[src/logic/link_slot_pkg.sv]
// Package with register map, field layout and carrier types of the link status and slot block
package link_slot_pkg;
  // Register indices as printed, byte address is four times the index
  localparam logic [7:0]  LINK_STATE_REPORT_IDX    = 8'h12;
  localparam logic [7:0]  SLOT_HOTSWAP_CONTROL_IDX = 8'h18;
  localparam logic [7:0]  NOTIFY_STATUS_IDX        = 8'h19;
  localparam logic [7:0]  NOTIFY_MASK_IDX          = 8'h1A;
  localparam logic [11:0] LINK_STATE_REPORT_ADDR    = {2'h0, LINK_STATE_REPORT_IDX, 2'h0};
  localparam logic [11:0] SLOT_HOTSWAP_CONTROL_ADDR = {2'h0, SLOT_HOTSWAP_CONTROL_IDX, 2'h0};
  localparam logic [11:0] NOTIFY_STATUS_ADDR        = {2'h0, NOTIFY_STATUS_IDX, 2'h0};
  localparam logic [11:0] NOTIFY_MASK_ADDR          = {2'h0, NOTIFY_MASK_IDX, 2'h0};

  // Link state report fields
  localparam int LS_SPEED_LSB   = 0;
  localparam int LS_WIDTH_LSB   = 4;
  localparam int LS_TRAINING    = 11;
  localparam int LS_SHARED_CLK  = 12;
  localparam int LS_LINK_ACTIVE = 13;

  // Slot control fields
  localparam int SC_BUTTON_EN   = 0;
  localparam int SC_PRESENCE_EN = 3;
  localparam int SC_ATTN_LSB    = 6;
  localparam int SC_POWER_LSB   = 8;
  localparam int SC_DLL_EN      = 12;

  // Notify status and mask bits
  localparam int NT_BUTTON   = 0;
  localparam int NT_PRESENCE = 1;
  localparam int NT_DLL      = 2;
  localparam int NT_WIDTH    = 3;

  // Indicator encodings; 2'h0 is the reserved one
  localparam logic [1:0] IND_ON    = 2'h1;
  localparam logic [1:0] IND_BLINK = 2'h2;
  localparam logic [1:0] IND_OFF   = 2'h3;

  // Both lamps off after reset, because code 0 is reserved and must never show
  localparam logic [15:0] SLOT_CTRL_RESET = 16'h03C0;
  localparam logic [NT_WIDTH-1:0] NOTIFY_RESET = 3'h0;

  typedef struct packed {
    logic       shared_clk;
    logic [3:0] speed;
    logic [5:0] width;
    logic       training;
    logic       link_active;
  } link_info_t;

  typedef struct packed {
    logic       button_press;
    logic       presence_change;
    logic       link_active_change;
  } slot_events_t;

  typedef struct packed {
    logic [1:0] attn;
    logic [1:0] power;
  } indicators_t;
endpackage

[src/logic/link_slot_regs.sv]
// APB register bank for link status report and hot-plug slot control
//
// What this block does
// - Bit 12 high when using connector clock
// - Bit 12 clear when using independent clock
// - Clock bit hardware-set, same across functions
// - Button enable bit 0, resets zero, notifies
// - Presence enable bit 3, resets zero, notifies
// - Bits 7:6 written drive attention indicator
// - Bits 9:8 written drive power indicator
// - Bit 12 enables link-active change notification
`timescale 1ns/1ns
module link_slot_regs #(
  parameter bit HAS_BUTTON      = 1'b1,
  parameter bit HOTPLUG_CAPABLE = 1'b1,
  parameter bit HAS_ATTN_IND    = 1'b1,
  parameter bit HAS_POWER_IND   = 1'b1,
  parameter bit DLL_REPORTING   = 1'b1
) (
  input  wire logic                        pclk,
  input  wire logic                        presetn,
  input  wire logic                        psel,
  input  wire logic                        penable,
  input  wire logic                        pwrite,
  input  wire logic [11:0]                 paddr,
  input  wire logic [31:0]                 pwdata,
  input  wire logic [3:0]                  pstrb,
  output logic      [31:0]                 prdata,
  output logic                             pready,
  output logic                             pslverr,
  input  wire logic                        uses_connector_clk,
  input  wire link_slot_pkg::link_info_t   link_info,
  input  wire logic                        attn_button,
  input  wire logic                        presence_detect,
  output link_slot_pkg::indicators_t       indicators,
  output logic                             irq
);
  typedef struct packed {
    logic [15:0]                        slot_ctrl;
    logic [link_slot_pkg::NT_WIDTH-1:0] status;
    logic [link_slot_pkg::NT_WIDTH-1:0] mask;
    logic                               shared_clk;
    logic                               clk_captured;
    logic [31:0]                        rdata;
    logic                               ready;
    logic                               slverr;
    logic                               irq;
    link_slot_pkg::indicators_t         ind;
  } regs_state_t;

  regs_state_t state_reg;
  regs_state_t state_next;

  link_slot_pkg::slot_events_t events;

  slot_event_detect u_detect (
    .pclk           (pclk),
    .presetn        (presetn),
    .button_level   (attn_button),
    .presence_level (presence_detect),
    .link_active    (link_info.link_active),
    .events         (events)
  );

  // Bits that exist only where the matching hardware is present
  localparam logic [15:0] SLOT_WMASK =
    (16'(HAS_BUTTON) << link_slot_pkg::SC_BUTTON_EN) |
    (16'(HOTPLUG_CAPABLE) << link_slot_pkg::SC_PRESENCE_EN) |
    ({14'h0, {2{HAS_ATTN_IND}}} << link_slot_pkg::SC_ATTN_LSB) |
    ({14'h0, {2{HAS_POWER_IND}}} << link_slot_pkg::SC_POWER_LSB) |
    (16'(DLL_REPORTING) << link_slot_pkg::SC_DLL_EN);

  logic        setup_cycle;
  logic        wr_en;
  logic        rd_en;
  logic        addr_hit;
  logic [15:0] link_word;
  logic [15:0] wr_half;
  logic [link_slot_pkg::NT_WIDTH-1:0] raise;

  always_comb begin
    link_word = 16'h0000;
    link_word[link_slot_pkg::LS_SPEED_LSB +: 4] = link_info.speed;
    link_word[link_slot_pkg::LS_WIDTH_LSB +: 6] = link_info.width;
    link_word[link_slot_pkg::LS_TRAINING]       = link_info.training;
    link_word[link_slot_pkg::LS_SHARED_CLK]     = state_reg.shared_clk;
    link_word[link_slot_pkg::LS_LINK_ACTIVE]    = link_info.link_active;
  end

  // Zero-wait-state slave: answer in the access cycle after setup
  assign setup_cycle = psel && !penable;
  assign addr_hit    = (paddr == link_slot_pkg::LINK_STATE_REPORT_ADDR) ||
                       (paddr == link_slot_pkg::SLOT_HOTSWAP_CONTROL_ADDR) ||
                       (paddr == link_slot_pkg::NOTIFY_STATUS_ADDR) ||
                       (paddr == link_slot_pkg::NOTIFY_MASK_ADDR);
  assign wr_en = psel && penable && state_reg.ready && pwrite && addr_hit;
  assign rd_en = setup_cycle && !pwrite;

  always_comb begin
    wr_half = state_reg.slot_ctrl;
    if (pstrb[0]) begin
      wr_half[7:0] = pwdata[7:0];
    end
    if (pstrb[1]) begin
      wr_half[15:8] = pwdata[15:8];
    end
  end

  // Event is latched only if its enable is set in the same cycle
  always_comb begin
    raise = '0;
    raise[link_slot_pkg::NT_BUTTON] = events.button_press &&
      state_reg.slot_ctrl[link_slot_pkg::SC_BUTTON_EN];
    raise[link_slot_pkg::NT_PRESENCE] = events.presence_change &&
      state_reg.slot_ctrl[link_slot_pkg::SC_PRESENCE_EN];
    raise[link_slot_pkg::NT_DLL] = DLL_REPORTING && events.link_active_change &&
      state_reg.slot_ctrl[link_slot_pkg::SC_DLL_EN];
  end

  always_comb begin
    state_next = state_reg;
    // Strap is caught once after reset release and then frozen
    if (!state_reg.clk_captured) begin
      state_next.shared_clk   = uses_connector_clk;
      state_next.clk_captured = 1'b1;
    end
    state_next.ready  = setup_cycle;
    state_next.slverr = setup_cycle && !addr_hit;
    // Read data stands only in the access cycle, so stale words never leak out
    state_next.rdata  = 32'h0000_0000;
    if (rd_en) begin
      unique case (paddr)
        link_slot_pkg::LINK_STATE_REPORT_ADDR:
          state_next.rdata = {16'h0000, link_word};
        link_slot_pkg::SLOT_HOTSWAP_CONTROL_ADDR:
          state_next.rdata = {16'h0000, state_reg.slot_ctrl};
        link_slot_pkg::NOTIFY_STATUS_ADDR:
          state_next.rdata = {29'h0, state_reg.status};
        link_slot_pkg::NOTIFY_MASK_ADDR:
          state_next.rdata = {29'h0, state_reg.mask};
        default:
          state_next.rdata = 32'h0000_0000;
      endcase
    end
    if (wr_en) begin
      unique case (paddr)
        link_slot_pkg::SLOT_HOTSWAP_CONTROL_ADDR: begin
          state_next.slot_ctrl = wr_half & SLOT_WMASK;
          // Reserved indicator code is ignored so the lamp never goes undefined
          if (wr_half[link_slot_pkg::SC_ATTN_LSB +: 2] == 2'h0 && HAS_ATTN_IND) begin
            state_next.slot_ctrl[link_slot_pkg::SC_ATTN_LSB +: 2] =
              state_reg.slot_ctrl[link_slot_pkg::SC_ATTN_LSB +: 2];
          end
          if (wr_half[link_slot_pkg::SC_POWER_LSB +: 2] == 2'h0 && HAS_POWER_IND) begin
            state_next.slot_ctrl[link_slot_pkg::SC_POWER_LSB +: 2] =
              state_reg.slot_ctrl[link_slot_pkg::SC_POWER_LSB +: 2];
          end
        end
        link_slot_pkg::NOTIFY_MASK_ADDR: begin
          if (pstrb[0]) begin
            state_next.mask = pwdata[link_slot_pkg::NT_WIDTH-1:0];
          end
        end
        default: begin
        end
      endcase
    end
    // Write-one-to-clear, new events win over the clear
    if (wr_en && pstrb[0] && paddr == link_slot_pkg::NOTIFY_STATUS_ADDR) begin
      state_next.status = state_reg.status & ~pwdata[link_slot_pkg::NT_WIDTH-1:0];
    end
    state_next.status = state_next.status | raise;
    state_next.irq    = |(state_next.status & state_next.mask);
    state_next.ind.attn  = state_next.slot_ctrl[link_slot_pkg::SC_ATTN_LSB +: 2];
    state_next.ind.power = state_next.slot_ctrl[link_slot_pkg::SC_POWER_LSB +: 2];
  end

  localparam logic [15:0] SLOT_RESET_EFF = link_slot_pkg::SLOT_CTRL_RESET & SLOT_WMASK;

  always_ff @(posedge pclk or negedge presetn) begin
    if (!presetn) begin
      state_reg              <= '0;
      state_reg.slot_ctrl    <= SLOT_RESET_EFF;
      state_reg.ind.attn     <= SLOT_RESET_EFF[link_slot_pkg::SC_ATTN_LSB +: 2];
      state_reg.ind.power    <= SLOT_RESET_EFF[link_slot_pkg::SC_POWER_LSB +: 2];
      state_reg.status       <= link_slot_pkg::NOTIFY_RESET;
    end else begin
      state_reg <= state_next;
    end
  end

  assign prdata     = state_reg.rdata;
  assign pready     = state_reg.ready;
  assign pslverr    = state_reg.slverr;
  assign irq        = state_reg.irq;
  assign indicators = state_reg.ind;
endmodule

[src/logic/slot_event_detect.sv]
// Edge detector that turns slot and link levels into one-cycle event pulses
`timescale 1ns/1ns
module slot_event_detect (
  input  wire logic                        pclk,
  input  wire logic                        presetn,
  input  wire logic                        button_level,
  input  wire logic                        presence_level,
  input  wire logic                        link_active,
  output link_slot_pkg::slot_events_t      events
);
  typedef struct packed {
    logic prev_button;
    logic prev_presence;
    logic prev_link;
    logic primed;
  } det_state_t;

  det_state_t state_reg;
  det_state_t state_next;

  always_comb begin
    state_next               = state_reg;
    state_next.prev_button   = button_level;
    state_next.prev_presence = presence_level;
    state_next.prev_link     = link_active;
    state_next.primed        = 1'b1;
  end

  always_ff @(posedge pclk or negedge presetn) begin
    if (!presetn) begin
      state_reg <= '0;
    end else begin
      state_reg <= state_next;
    end
  end

  // No events in the first cycle, so reset levels do not look like changes
  assign events.button_press       = state_reg.primed && button_level && !state_reg.prev_button;
  assign events.presence_change    = state_reg.primed && (presence_level != state_reg.prev_presence);
  assign events.link_active_change = state_reg.primed && (link_active != state_reg.prev_link);
endmodule

[config.mk]
export PLATFORM = sky130hd
export DESIGN_NAME = link_slot_regs
export DESIGN_NICKNAME = d
export VERILOG_FILES = /design/src/logic/link_slot_pkg.sv /design/src/logic/link_slot_regs.sv /design/src/logic/slot_event_detect.sv
export SDC_FILE = /design/constraint.sdc
export NUM_CORES = 1
export LEC_CHECK = 0
export BUFFER_PORTS_ARGS = -buffer_cell sky130_fd_sc_hd__buf_2
export CAP_MARGIN = 20
export CORE_ASPECT_RATIO = 0.75
export CORE_MARGIN = 1
export CORE_UTILIZATION = 43
export CTS_CLUSTER_SIZE = 8
export DETAILED_ROUTE_END_ITERATION = 6
export GPL_ROUTABILITY_DRIVEN = 1
export PLACE_DENSITY_LB_ADDON = 0.12
export SLEW_MARGIN = 10
export SYNTH_ARGS = -nofsm -noshare
export SYNTH_HDL_FRONTEND = slang
export SYNTH_HIERARCHICAL = 1
export SYNTH_SLANG_ARGS = --single-unit
[constraint.sdc]
create_clock -name pclk -period 1.7 [get_ports pclk]
set_input_delay 0.085 -clock pclk [delete_from_list [all_inputs] [get_ports pclk]]
set_output_delay 0.085 -clock pclk [all_outputs]
set_load 0.03 [all_outputs]
# After elaboration in Yosys (flattened, before gate mapping)
# Cells that the tools add are included.
[totals] output_inout_bits=39 in_bits=69 regBits=58
[op_classes] reduce_logical=28 muxes=12 n_bitwise=4 eq_ne=6
[op_table] op="one-hot mux 14 bit (4 select lines)" count=1
[op_table] op="== test 12 x 7 -> 1 bit (second input constant)" count=4
[op_table] op="2-to-1 mux 32 bit" count=1
[op_table] op="2-to-1 mux 10 bit" count=2
[op_table] op="logical AND 1 bit" count=16
[op_table] op="2-to-1 mux 3 bit" count=4
[op_table] op="2-to-1 mux 8 bit" count=1
[op_table] op="AND 3 bit" count=2
[op_table] op="2-to-1 mux 2 bit" count=3
[op_table] op="AND reduction 3 bit" count=2
[op_table] op="zero test 1 bit" count=4
[op_table] op="zero test 2 bit" count=2
[op_table] op="logical OR 1 bit" count=3
[op_table] op="inverter 3 bit" count=1
[op_table] op="OR 3 bit" count=1
[op_table] op="OR reduction 3 bit" count=1
[op_table] op="!= test 1 bit" count=2

# Longest topological paths before layout
[depth] ltp_word=11 depth_mapped=7 depth_no_buf=6

# Cells and area by module
# Netlist, hierarchy kept.
[modules_own_cells] module="link_slot_regs" cells_each=155 area_each_um2=1681.6 seq_area_each_um2=780.7 n_inst=1
[modules_own_cells] module="slot_event_detect" cells_each=11 area_each_um2=141.4 seq_area_each_um2=100.1 n_inst=1

# Worst setup path before layout
# Ideal clock, no wire load.
[synth_path] path_kind="input to register" startpoint="input paddr[9]" endpoint="register state_reg (netlist bit irq)" path_stages=5 arrival_ns=1.814 setup_ns=0.126 required_ns=1.574 path_buffers=0 setup_slack_ns=-0.240 cell_sequence="or4_4 nor3_1 and2_1 mux2_2 a221o_1"
[synth_lines] item="start: declaration" line="link_slot_regs.sv:25" source="input wire logic [11:0] paddr,"
[synth_lines] item="end signal: assignment" line="link_slot_regs.sv:188" source="state_reg <= state_next;"
[synth_lines] item="end: declaration" line="link_slot_regs.sv:51" source="regs_state_t state_reg;"

==> impl_metrics.yaml <==
status:
  status: "finished, final reports clean"
routing:
  remaining_drc_errors: 0
  vias: 1335
  wl_per_cell_um: 12.8
  final_antenna_net_count: 0
  first_pass_iters: 6
  routed_wl_mm: 3.66
  viasPerCell: 4.65
  drtIter0Drc: 85
finish:
  fill_cells: 370
  final_util: 0.561
  drive_above_1_share: 0.457
  fin_area_um2: 2280
  final_cell_mix: "62 x buf_2, 30 x dfrtp_1, 21 x conb_1"
  antenna_cells: 0
  syn2layout_area_growth_pct: 24.8
  final_nets: 300
  final_common_cell: "buf_2"
  largest_reg_flops: 13
clock_tree:
  cts-htree-levels: 2
  cts_max_path_buffers: 2
  path_clk_slew_ns: 0.07
  tritoncts: "yes"
  root_buffer: "clkbuf_8"
  numClockSinks: 35
  numCtsBuffers: 5
  clk_latency_ns: 0.28
grt:
  grt_pass1_vias: 1277
  grt_usage: 0.179
  grt_pass1_wl_mm: 6.01
  grt_antenna_before_repair: 0
  grt_overflow: 0
  grt_max_degree: 20
min_path:
  hp-class: "in -> reg"
  hold_path_depth: 2
  whs_endpoint: "prdata[5]$_DFF_PN0_"
  min-delay-start: "link_info[3]"
synth:
  syn_area_um2: 1820
  synth_seq_area_share: 0.483
  yosys-mux-area-fraction: 0.0535
  synth_xor_area_frac: 0.00961
  synth-edff-count: 0
  synth_compound_area_frac: 0.0947
  ys.flop_type: "dfrtp_1"
  yosys_warnings: 6
  ys_types: 38
  ys_ff_latch: 35
  synth-simple-area-share: 0.189
  yosys.area_share.adder: 0
  synth_area_per_cell_um2: 11.0
  synth_top_family_by_area: "simple AND/OR/NAND/NOR gates"
  syn_inst: 166
  synthArstFlopShare: 1.00
timing:
  finalCritPeriodShare: 0.980
  fmaxAchievable_mhz: 600
  drv_slew: 0
  min_period_ns: 1.67
  hold_viol: 0
  fin_skew_ns: 0.00530
  final.setup.worst_slack_ns: 0.0342
  setup_viol: 0
  fin_hold_ws_ns: 0.0177
  fin_setup_tns_ns: 0
power_and_ir_drop:
  vdd_ir_drop_max_uv: 472
  internal_power_uw: 1350
  sw_frac_of_total: 0.234
  clkPwrFrac: 0.408
  p_leak_uw: 0.00117
  seqPwrFrac: 0.482
  combinationalPowerShare: 0.110
  powerDensity_nw_per_um2: 774
  p_sw_uw: 412
run:
  drv_cap: 0
floorplan:
  die_y_um: 58.4
  num_io_pins: 108
  core_area_um2: 4050
  dieWidth_um: 77.2
  die_area_um2: 4510
  fp-row-count: 20
  initial_core_util: 0.450
setup_path:
  crit_required_ns: 1.86
  crit_arrival_ns: 1.83
  critPathMaxStageDelay_ns: 0.36
  rrSetupSlack_ns: 0.03
  cp_cell_sequence: "and4_4, and3_4, and2_4, mux2_4, a221o_1"
  cp_max_fo: 3
  rr_endpoint: "irq$_DFF_PN0_"
  rr_startpoint: "pready$_DFF_PN0_"
  cp_slowest_cell: "dfrtp_2"
  start_kind: "flop"
  crit_type: "reg -> reg"
  end_kind: "flop"
  r2r.worst_path.cells: 5
place:
  io_buffers: 62
  placed_area_um2: 2110
  dp_hpwl_mm: 2.85
  dpl_worst_slack_ns: -0.225
  place_congestion: 0.877
-- power by group through the flow --
stage / clock (uW) / sequential, uW / combinational, uW
after global routing: 779 / 850 / 213
after detailed placement: 0 / 865 / 185
after floorplan: 0 / 869 / 129
after CTS: 735 / 849 / 194
final: 718 / 849 / 194
after global placement: 0 / 864 / 182
-- per-stage QoR --
step | instances | power (uW)
3_5_place_dp | 275 | 1050
2_1_floorplan | 184 | 997
3_3_place_gp | 275 | 1050
5_1_grt | 287 | 1840
6_report | 287 | 1760
4_1_cts | 287 | 1780
-- per-layer routing --
metal	global-route usage	up-vias	share of wire
li1	-	639	-
met1	0.235	640	0.46
met2	0.291	51	0.47
met3	0.0527	5	0.060
met4	0.0512	0	0.0077
met5	0	-	0
-- worst max path at each step --
| stage | start | end |
|---|---|---|
| after CTS | pready$_DFF_PN0_ | irq$_DFF_PN0_ |
| after detailed placement | paddr[10] | prdata[13]$_DFF_PN0_ |
| after global routing | pready$_DFF_PN0_ | irq$_DFF_PN0_ |
| after global placement | paddr[10] | state_reg[47]$_DFFE_PN0P_ |
| after floorplan | paddr[10] | state_reg[59]$_DFFE_PN0P_ |
| final | pready$_DFF_PN0_ | irq$_DFF_PN0_ |
-- final cells by class --
cell class,count,area (um^2),share of cell area
clock buffer,7,76.3,0.0335
clock inverter,1,30.0,0.0132
inverter,3,11.3,0.00495
multi-input combinational,107,759,0.334
sequential,35,882,0.388
tap,55,68.8,0.0302
timing repair buffer,79,448,0.197
-- cell usage after synthesis (2+ instances only) --
master	number	area share
a21oi_1	5	0.014
a22o_1	5	0.024
a22oi_1	7	0.029
a41oi_1	2	0.0096
and2_1	8	0.027
and3_1	2	0.0069
buf_2	2	0.0055
buf_4	36	0.15
conb_1	3	0.0062
dfrtp_1	31	0.43
dfstp_2	4	0.058
inv_1	3	0.0062
mux2_2	6	0.037
mux2i_1	3	0.016
nand2_1	9	0.019
nand2b_1	2	0.0069
nand3_1	2	0.0055
nor2_1	15	0.031
xor2_1	2	0.0096
-- cells by family (layout without fill, tap and decap cells) --
logic type             after synthesis  in the layout
AO/OA/AOI/OAI                       23             23
XOR/XNOR                             2              2
buffers and inverters               42             90
flip-flops                          35             35
multiplexers                         9              9
other                                3             21
AND/OR/NAND/NOR                     52             52
-- worst max-delay path, delay by kind of cell (launching register included) --
kind             cells  cell delay (ns)
AND/OR/NAND/NOR      3             0.56
flip-flops           1             0.36
multiplexers         1             0.31
AO/OA/AOI/OAI        1             0.32
-- repair_timing --
action,4_1_cts,5_1_grt
hold buffers,4,0
pin swaps,1,1
endpoints found under the hold margin,19,0
setup buffers,0,0
resized for setup,3,2
endpoints found under the setup margin,1,4
Note: power is estimated with default switching activity, not from simulation.
